### src/hw/eid_pkg.sv
// shared constants and types for the identification-page access block
package eid_pkg;

    // instruction codes
    localparam logic [7:0] OPC_WRITE_ENABLE  = 8'h06; // write_enable_command
    localparam logic [7:0] OPC_WRITE_DISABLE = 8'h04;
    localparam logic [7:0] OPC_READ_ID       = 8'hA3; // page read, or lock status when page_kind_select_bit set
    localparam logic [7:0] OPC_WRITE_ID      = 8'hA2; // page write, or lock when page_kind_select_bit set

    // page layout
    localparam int         PAGE_BYTES        = 64;
    localparam int         PAGE_ADDR_W       = 6;
    localparam int         KIND_BIT_IN_HIGH  = 2;     // page_kind_select_bit (address bit 10) inside the high address byte
    localparam int         LOCK_REQ_BIT      = 1;     // data bit that must be 1 for a lock
    localparam int         LOCK_FLAG_BIT     = 0;     // lock flag position in the lock status byte
    localparam logic [7:0] ERASED_BYTE       = 8'hFF; // delivery content of every page byte
    localparam logic [1:0] DATA_CNT_ONE      = 2'h1;
    localparam logic [1:0] DATA_CNT_MAX      = 2'h2;

    // reset values
    localparam logic       RST_LOCKED        = 1'b0;
    localparam logic       RST_WEL           = 1'b0;
    localparam logic       RST_BUSY          = 1'b0;
    localparam logic       RST_CS_SYNC       = 1'b0;  // selected level, so a power-up with chip select low starts nothing

    // timing
    localparam int unsigned CLK_PERIOD_NS    = 5;
    localparam int unsigned WRITE_TIME_MS    = 5;     // self_timed_write_time
    localparam int unsigned WRITE_CYCLES     = (WRITE_TIME_MS * 1000000) / CLK_PERIOD_NS;

    // read path buffer
    localparam int         FIFO_WIDTH        = 8;
    localparam int         FIFO_DEPTH        = 32;

    // serial frame phases
    typedef enum logic [2:0] {
        PH_IDLE   = 3'h0,
        PH_OPCODE = 3'h1,
        PH_ADDR   = 3'h2,
        PH_READ   = 3'h3,
        PH_WRITE  = 3'h4,
        PH_IGNORE = 3'h5
    } eid_phase_t;

endpackage

### src/hw/eid_id_page.sv
// identification page, lock status and lock logic behind a sampled serial port

// buffer with valid and ready on both sides and a flush
module eid_fifo #(
    parameter int WIDTH = 8,
    parameter int DEPTH = 32
) (
    input  wire logic             clk_i,
    input  wire logic             rstn_i,
    input  wire logic             flush_i,
    input  wire logic             in_valid_i,
    input  wire logic [WIDTH-1:0] in_data_i,
    output logic                  in_ready_o,
    output logic                  out_valid_o,
    output logic [WIDTH-1:0]      out_data_o,
    input  wire logic             out_ready_i
);
    localparam int AW = $clog2(DEPTH);

    typedef struct packed {
        logic [DEPTH-1:0][WIDTH-1:0] mem;
        logic [AW:0]                 wr_ptr;
        logic [AW:0]                 rd_ptr;
    } eid_fifo_state_t;

    eid_fifo_state_t r;
    eid_fifo_state_t n;
    logic            full;
    logic            empty;

    // pointer step with wrap bit
    function automatic logic [AW:0] ptr_next(input logic [AW:0] p);
        ptr_next = AW'(1) + p;
    endfunction

    // full when indexes match and wrap bits differ
    assign full        = (r.wr_ptr[AW] != r.rd_ptr[AW]) && (r.wr_ptr[AW-1:0] == r.rd_ptr[AW-1:0]);
    assign empty       = (r.wr_ptr == r.rd_ptr);
    assign in_ready_o  = ~full;
    assign out_valid_o = ~empty;
    assign out_data_o  = r.mem[r.rd_ptr[AW-1:0]];

    // next state: push, pop, flush
    always_comb begin
        n = r;
        if (in_valid_i && !full) begin
            n.mem[r.wr_ptr[AW-1:0]] = in_data_i;
            n.wr_ptr                = ptr_next(r.wr_ptr);
        end
        if (out_ready_i && !empty) begin
            n.rd_ptr = ptr_next(r.rd_ptr);
        end
        if (flush_i) begin
            n.wr_ptr = '0;
            n.rd_ptr = '0;
        end
    end

    // state register
    always_ff @(posedge clk_i or negedge rstn_i) begin
        if (!rstn_i) begin
            r <= '0;
        end else begin
            r <= n;
        end
    end
endmodule

// device-side serial decoder for the identification page
module eid_id_page #(
    parameter int unsigned WRITE_CYCLES = eid_pkg::WRITE_CYCLES
) (
    input  wire logic CLK_I,
    input  wire logic RSTN_I,
    input  wire logic SPI_CS_N_I,
    input  wire logic SPI_SCK_I,
    input  wire logic SPI_MOSI_I,
    input  wire logic BLOCK_GUARD_HIGH_I,
    input  wire logic BLOCK_GUARD_LOW_I,
    output logic      SPI_MISO_O,
    output logic      SPI_MISO_OE_O,
    output logic      WRITE_CYCLE_ACTIVE_O,
    output logic      WRITE_ENABLE_LATCH_O,
    output logic      ID_PAGE_LOCKED_O
);
    typedef struct packed {
        logic                                               cs_s1;
        logic                                               cs_s2;
        logic                                               cs_d;
        logic                                               sck_s1;
        logic                                               sck_s2;
        logic                                               sck_d;
        logic                                               mosi_s1;
        logic                                               mosi_s2;
        logic                                               write_enable_latch;
        logic                                               busy;
        logic                                               locked;
        logic                                               lock_req;
        logic                                               kind_sel;
        logic                                               pend_lock;
        logic                                               addr_hi_done;
        eid_pkg::eid_phase_t                                phase;
        logic [2:0]                                         bit_cnt;
        logic [7:0]                                         shift;
        logic [7:0]                                         opcode;
        logic [7:0]                                         addr_hi;
        logic [eid_pkg::PAGE_ADDR_W-1:0]                    ptr;
        logic [1:0]                                         data_cnt;
        logic [7:0]                                         out_sh;
        logic [2:0]                                         out_cnt;
        logic                                               miso;
        logic                                               miso_oe;
        logic [31:0]                                        timer;
        logic [eid_pkg::PAGE_BYTES-1:0][7:0]                page;
        logic [eid_pkg::PAGE_BYTES-1:0][7:0]                stage;
        logic [eid_pkg::PAGE_BYTES-1:0]                     mark;
    } eid_state_t;

    eid_state_t r;
    eid_state_t n;
    logic       fifo_in_valid;
    logic [7:0] fifo_in_data;
    logic       fifo_in_ready;
    logic       fifo_out_valid;
    logic [7:0] fifo_out_data;
    logic       fifo_pop;
    logic       cs_rise;
    logic       cs_fall;
    logic       sck_rise;
    logic       sck_fall;
    logic       selected;
    logic [7:0] rx_byte;
    logic [7:0] lock_byte;

    // edges are taken from the second synchroniser stage and its delayed copy
    assign cs_rise   = r.cs_s2 & ~r.cs_d;
    assign cs_fall   = ~r.cs_s2 & r.cs_d;
    assign sck_rise  = r.sck_s2 & ~r.sck_d;
    assign sck_fall  = ~r.sck_s2 & r.sck_d;
    assign selected  = ~r.cs_s2;
    assign rx_byte   = {r.shift[6:0], r.mosi_s2};
    assign lock_byte = 8'(r.locked) << eid_pkg::LOCK_FLAG_BIT;

    // read-ahead: page bytes, or the lock byte, fill the buffer until it pushes back
    assign fifo_in_valid = selected && (r.phase == eid_pkg::PH_READ);
    assign fifo_in_data  = r.kind_sel ? lock_byte : r.page[r.ptr];
    assign fifo_pop      = sck_fall && selected && (r.phase == eid_pkg::PH_READ)
                           && (r.out_cnt == 3'h0) && fifo_out_valid;

    eid_fifo #(
        .WIDTH (eid_pkg::FIFO_WIDTH),
        .DEPTH (eid_pkg::FIFO_DEPTH)
    ) u_read_fifo (
        .clk_i       (CLK_I),
        .rstn_i      (RSTN_I),
        .flush_i     (r.cs_s2),
        .in_valid_i  (fifo_in_valid),
        .in_data_i   (fifo_in_data),
        .in_ready_o  (fifo_in_ready),
        .out_valid_o (fifo_out_valid),
        .out_data_o  (fifo_out_data),
        .out_ready_i (fifo_pop)
    );

    // next state of the whole block
    always_comb begin
        n = r;
        n.cs_s1   = SPI_CS_N_I;
        n.cs_s2   = r.cs_s1;
        n.cs_d    = r.cs_s2;
        n.sck_s1  = SPI_SCK_I;
        n.sck_s2  = r.sck_s1;
        n.sck_d   = r.sck_s2;
        n.mosi_s1 = SPI_MOSI_I;
        n.mosi_s2 = r.mosi_s1;

        // a frame starts only on a falling chip select edge
        if (cs_fall) begin
            n.phase        = eid_pkg::PH_OPCODE;
            n.bit_cnt      = 3'h0;
            n.addr_hi_done = 1'b0;
            n.data_cnt     = 2'h0;
            n.out_cnt      = 3'h0;
        end

        // sample serial input on clock rise
        if (sck_rise && selected && (r.phase != eid_pkg::PH_IDLE)) begin
            n.shift   = rx_byte;
            n.bit_cnt = 3'(r.bit_cnt + 3'h1);
            if (r.bit_cnt == 3'h7) begin
                case (r.phase)
                    eid_pkg::PH_OPCODE: begin
                        n.opcode = rx_byte;
                        n.phase  = eid_pkg::PH_IGNORE;
                        if (rx_byte == eid_pkg::OPC_WRITE_ENABLE) begin
                            n.write_enable_latch = 1'b1;
                        end else if (rx_byte == eid_pkg::OPC_WRITE_DISABLE) begin
                            n.write_enable_latch = 1'b0;
                        end else if (rx_byte == eid_pkg::OPC_READ_ID) begin
                            n.phase = r.busy ? eid_pkg::PH_IGNORE : eid_pkg::PH_ADDR;
                        end else if (rx_byte == eid_pkg::OPC_WRITE_ID) begin
                            n.phase = eid_pkg::PH_ADDR;
                        end
                    end
                    eid_pkg::PH_ADDR: begin
                        if (!r.addr_hi_done) begin
                            n.addr_hi      = rx_byte;
                            n.addr_hi_done = 1'b1;
                        end else begin
                            n.kind_sel = r.addr_hi[eid_pkg::KIND_BIT_IN_HIGH];
                            n.ptr      = rx_byte[eid_pkg::PAGE_ADDR_W-1:0];
                            n.lock_req = 1'b0;
                            n.phase    = (r.opcode == eid_pkg::OPC_READ_ID) ? eid_pkg::PH_READ
                                                                           : eid_pkg::PH_WRITE;
                        end
                    end
                    eid_pkg::PH_WRITE: begin
                        if (r.data_cnt != eid_pkg::DATA_CNT_MAX) begin
                            n.data_cnt = 2'(r.data_cnt + 2'h1);
                        end
                        if (r.kind_sel) begin
                            n.lock_req = rx_byte[eid_pkg::LOCK_REQ_BIT];
                        end else if (!r.busy) begin
                            // page bytes wait in the stage until the write cycle ends
                            n.stage[r.ptr] = rx_byte;
                            n.mark[r.ptr]  = 1'b1;
                            n.ptr          = 6'(r.ptr + 6'h1);
                        end
                    end
                    default: begin
                        n.phase = r.phase;
                    end
                endcase
            end
        end

        // read-ahead pointer steps per buffered byte; lock byte does not step
        if (fifo_in_valid && fifo_in_ready && !r.kind_sel) begin
            n.ptr = 6'(r.ptr + 6'h1);
        end

        // shift output on clock fall, reloading from the buffer at byte start
        if (fifo_pop) begin
            n.miso    = fifo_out_data[7];
            n.out_sh  = {fifo_out_data[6:0], 1'b0};
            n.out_cnt = 3'h7;
        end else if (sck_fall && selected && (r.phase == eid_pkg::PH_READ) && (r.out_cnt != 3'h0)) begin
            n.miso    = r.out_sh[7];
            n.out_sh  = {r.out_sh[6:0], 1'b0};
            n.out_cnt = 3'(r.out_cnt - 3'h1);
        end
        n.miso_oe = selected && (n.phase == eid_pkg::PH_READ);

        // deselect ends any frame at any bit; writes commit only on a clean boundary
        if (cs_rise) begin
            n.phase   = eid_pkg::PH_IDLE;
            n.miso    = 1'b0;
            n.miso_oe = 1'b0;
            n.out_cnt = 3'h0;
            if ((r.phase == eid_pkg::PH_WRITE) && (r.bit_cnt == 3'h0) && (r.data_cnt != 2'h0)
                && r.write_enable_latch && !r.busy) begin
                if (r.kind_sel) begin
                    if ((r.data_cnt == eid_pkg::DATA_CNT_ONE) && r.lock_req
                        && !(BLOCK_GUARD_HIGH_I && BLOCK_GUARD_LOW_I)) begin
                        n.busy      = 1'b1;
                        n.pend_lock = 1'b1;
                        n.write_enable_latch       = 1'b0;
                        n.timer     = 32'h0;
                    end
                end else if (!r.locked) begin
                    n.busy      = 1'b1;
                    n.pend_lock = 1'b0;
                    n.write_enable_latch       = 1'b0;
                    n.timer     = 32'h0;
                end else begin
                    n.mark = '0;
                end
            end else if (!r.busy) begin
                n.mark = '0;
            end
        end

        // self-timed write cycle; the flag holds until the count expires
        if (r.busy) begin
            if (r.timer == 32'(WRITE_CYCLES - 1)) begin
                n.busy = 1'b0;
                if (r.pend_lock) begin
                    n.locked = 1'b1;
                end else begin
                    for (int i = 0; i < eid_pkg::PAGE_BYTES; i++) begin
                        if (r.mark[i]) begin
                            n.page[i] = r.stage[i];
                        end
                    end
                end
                n.mark      = '0;
                n.pend_lock = 1'b0;
            end else begin
                n.timer = 32'(r.timer + 32'h1);
            end
        end
    end

    // state register; power-up gives the delivery state
    always_ff @(posedge CLK_I or negedge RSTN_I) begin
        if (!RSTN_I) begin
            r         <= '0;
            r.cs_s1   <= eid_pkg::RST_CS_SYNC;
            r.cs_s2   <= eid_pkg::RST_CS_SYNC;
            r.cs_d    <= eid_pkg::RST_CS_SYNC;
            r.write_enable_latch     <= eid_pkg::RST_WEL;
            r.busy    <= eid_pkg::RST_BUSY;
            r.locked  <= eid_pkg::RST_LOCKED;
            r.phase   <= eid_pkg::PH_IDLE;
            r.page    <= {eid_pkg::PAGE_BYTES{eid_pkg::ERASED_BYTE}};
            r.stage   <= {eid_pkg::PAGE_BYTES{eid_pkg::ERASED_BYTE}};
        end else begin
            r <= n;
        end
    end

    // outputs straight from state
    assign SPI_MISO_O           = r.miso;
    assign SPI_MISO_OE_O        = r.miso_oe;
    assign WRITE_CYCLE_ACTIVE_O = r.busy;
    assign WRITE_ENABLE_LATCH_O = r.write_enable_latch;
    assign ID_PAGE_LOCKED_O     = r.locked;
endmodule

### config.mk
export PLATFORM = sky130hd
export DESIGN_NAME = eid_id_page
export DESIGN_NICKNAME = d
export VERILOG_FILES = /design/src/hw/eid_pkg.sv /design/src/hw/eid_id_page.sv
export SDC_FILE = /design/constraint.sdc
export NUM_CORES = 2
export LEC_CHECK = 0
export BUFFER_PORTS_ARGS = -buffer_cell sky130_fd_sc_hd__buf_2
export CAP_MARGIN = 20
export CORE_MARGIN = 3
export CORE_UTILIZATION = 46
export CTS_BUF_LIST = sky130_fd_sc_hd__clkbuf_4
export DETAILED_ROUTE_END_ITERATION = 8
export PLACE_DENSITY = 0.66
export SYNTH_ARGS = -nofsm -noshare
export SYNTH_HDL_FRONTEND = slang
export SYNTH_HIERARCHICAL = 1
export SYNTH_SLANG_ARGS = --single-unit
### constraint.sdc
create_clock -name CLK_I -period 4.3 [get_ports CLK_I]
set_clock_uncertainty 0.2 [all_clocks]
set_input_delay 0.43 -clock CLK_I [delete_from_list [all_inputs] [get_ports CLK_I]]
set_output_delay 0.43 -clock CLK_I [all_outputs]
set_load 0.005 [all_outputs]
==> impl_metrics.json <==
{
  "relSlewSlack_pct": 25.2,
  "setup_ws_ps": 122,
  "r2r_start": "r[1135]",
  "via_count": 38272,
  "antenna_found_initial": 6,
  "fin_area_um2": 73900,
  "grt_max_degree": 149,
  "cts_buffer_depth": 4,
  "cp_data_required_time_ps": 5200,
  "ys.flop_type": "dfstp_2",
  "synthToLayoutAreaGrowth_pct": 12.0,
  "synth_cell_type_count": 81,
  "p_per_area_nw_per_um2": 365,
  "synth_edf_count": 0,
  "hp-start": "SPI_MOSI_I",
  "fin_nets": 4597,
  "postPlaceCellArea_um2": 68800,
  "grt_pass1_wl_um": 256000,
  "regArea_um2": 37500,
  "critPathKind": "flip-flop to flip-flop",
  "worstSetupEndpointType": "flip-flop",
  "worstSetupStartpointType": "flip-flop",
  "fillers": 11915,
  "cts-root-buf": "clkbuf_4",
  "hold_viol": 0,
  "synth_area_leaders": "dfstp_2 (41%), dfrtp_1 (16%), mux2_4 (11%)",
  "min_path_type": "primary input to flip-flop",
  "arrival_ps": 5080,
  "period_needed_ps": 4180,
  "finalWirelength_um": 167000,
  "htreeDepth": 5,
  "rsz0062_at_grt": "false",
  "initial_core_util_pct": 46.5,
  "drt_iter0_markers": 2287,
  "period_share_pct": 97.2,
  "io_buffers": 11,
  "clock_latency_ps": 1260,
  "syn_area_per_cell_um2": 15.5,
  "p_leak_nw": 32.1,
  "ys_seq_elements": 1445,
  "dp_hpwl_um": 104000,
  "multiInputGateArea_um2": 27500,
  "avgRoutedWirePerCell_um": 24.7,
  "tritoncts": "yes",
  "synth_nets": 4267,
  "io_pins": 12,
  "vdd_drop_max_mv": 0.278,
  "yosys-top-cells-count": "dfstp_2 (1,024), mux2_2 (611), mux2_4 (480), dfrtp_1 (421), mux2_1 (268)",
  "drv_cap": 0,
  "syn-cell-area_um2": 66000,
  "synth_most_common_cell": "dfstp_2",
  "cp_max_fo": 32,
  "ys_seq_area_share_pct": 56.7,
  "yosys.area.top_type": "dfstp_2",
  "setup_violations": 0,
  "drive_gt1_share_pct": 66.1,
  "synthCells": 4248,
  "synth.top_cell.area_share_pct": 40.8,
  "dieHeight_um": 385,
  "place.gp.congestion": 0.854,
  "grt_usage_pct": 22.7,
  "synth-warning-count": 6,
  "numCtsBuffers": 396,
  "clkTransAtPathRegs_ps": 70,
  "postCtsSetupBuffers": 0,
  "pre_cts_slack_ps": 277,
  "die_w_um": 385,
  "gr-total-overflow": 0,
  "grt_pass1_vias": 40253,
  "outcome": "finished, final reports clean",
  "first_pass_iters": 5,
  "ant_nets": 0,
  "vias_per_cell": 5.66,
  "rows": 138,
  "clock_sinks": 1445,
  "die_area_um2": 148000,
  "startpoint": "r[1135]",
  "core_um2": 142000,
  "slew_viol_final": 0,
  "clock.fmax_mhz": 239,
  "worstMarginPinSlew_ps": 1120,
  "setup-tns-final_ps": 0,
  "synthArstFlopShare_pct": 100,
  "drc": 0
}
cell usage in the layout, fill, tap and decap left out, types with 10 or more instances in the layout:
| cell type | count |
|---|---|
| dfstp_2 | 1024 |
| clkbuf_4 | 632 |
| mux2_2 | 611 |
| mux2_4 | 480 |
| dfrtp_1 | 408 |
| mux2_1 | 268 |
| nor2_1 | 119 |
| buf_4 | 112 |
| nand2_1 | 110 |
| mux4_2 | 107 |
| mux2i_1 | 78 |
| a21oi_1 | 70 |
| o21ai_0 | 69 |
| o21a_1 | 68 |
| nor2_2 | 64 |
| nand2_8 | 60 |
| a221oi_1 | 43 |
| clkinv_1 | 39 |
| nand3_1 | 37 |
| a22oi_1 | 35 |
| o21ai_2 | 32 |
| o22ai_1 | 23 |
| nor2b_1 | 22 |
| buf_12 | 21 |
| inv_1 | 17 |
| and3_1 | 16 |
| nand4_1 | 15 |
| o211ai_1 | 15 |
| o2bb2ai_1 | 15 |
| a211oi_1 | 12 |
| ha_1 | 12 |
| dlygate4sd3_1 | 12 |
| dfrtp_4 | 12 |
| o31ai_1 | 11 |
| a22o_1 | 11 |
| buf_2 | 10 |
report_power, final:
group | total, W | internal [W] | switching (W)
Clock | 0.0123 | 0.00670 | 0.00563
Sequential | 0.0138 | 0.0137 | 0.000172
Combinational | 0.000837 | 0.000104 | 0.000733
Total | 0.0270 | 0.0205 | 0.00654
critical path, cell delays in order (launching register included):
cell,delay [ps]
dfrtp_4,750
buf_4,350
buf_4,400
mux2i_1,260
nor2_1,60
o21ai_0,390
a21oi_1,180
nor4_1,530
a41oi_2,230
buf_4,300
mux2_1,340
worst paths after layout:
kind                                 endpoint  slack [ps]  depth (start not counted)
hold reg to reg                       n[1183]         170                          0
setup / recovery           u_read_fifo/r[163]         120                         10
max in group asynchronous               r[36]        2680                          4
hold / removal                        n[1178]         160                          3
setup reg to reg           u_read_fifo/r[163]         120                         10
min in group asynchronous             r[1101]         340                          4
stage by stage:
| stage | total power (W) | utilization [%] | std cells | hold slack (ps) |
|---|---|---|---|---|
| 2_1_floorplan | 0.0142 | - | 4248 | -65.6 |
| 3_3_place_gp | 0.0149 | 48.5 | 6057 | 155 |
| 3_5_place_dp | 0.0149 | 48.5 | 6057 | 143 |
| 4_1_cts | 0.0274 | 52.1 | 6752 | 8.87 |
| 5_1_grt | 0.0282 | 52.1 | 6757 | 48.4 |
| 6_report | 0.0270 | 52.1 | 6760 | 155 |
what timing repair did:
| item | in CTS | in global routing |
|---|---|---|
| hold buffers | 13 | 0 |
| resized for setup | 0 | 0 |
| endpoints found under the hold margin | 1186 | 0 |
registers in the layout, indices dropped and copies added, names as in the netlist:
register / count
WRITE_ENABLE_LATCH_O: 1
n: 5
SPI_MISO_OE_O: 1
u_read_fifo/r: 268
SPI_MISO_O: 1
r: 1167
WRITE_CYCLE_ACTIVE_O: 1
ID_PAGE_LOCKED_O: 1
cell type report:
type,count,share of cell area [%]
sequential,1445,50.7
multi-input combinational,2561,37.3
clock buffer,632,6.42
tap,1890,3.20
timing repair buffer,156,1.97
clock inverter,50,0.335
inverter,18,0.0914
antenna,8,0.0271
metal layers:
metal	GRT usage (%)	share of wire [%]	wire length, µm	up-vias
met5	0	0.037	62	-
met2	34.9	46	76800	1152
met1	31.9	45	75500	20284
met4	7.91	2.9	4770	2
li1	-	-	-	16493
met3	4.95	5.9	9900	341
kinds of logic (layout without fill, tap and decap cells):
kind of cell               after synthesis  in the layout  synth area share [%]
buffers and inverters                  242            856                  1.67
other                                    0              8                     0
AOI/OAI and AO/OA                      454            454                  4.87
muxes                                 1544           1544                  30.8
DFF                                   1445           1445                  56.7
adders and majority gates               12             12                 0.228
xor gates and xnor gates                16             16                 0.212
and+or+nand+nor                        535            535                  5.52
No activity file was read; power rests on OpenSTA's default activity.
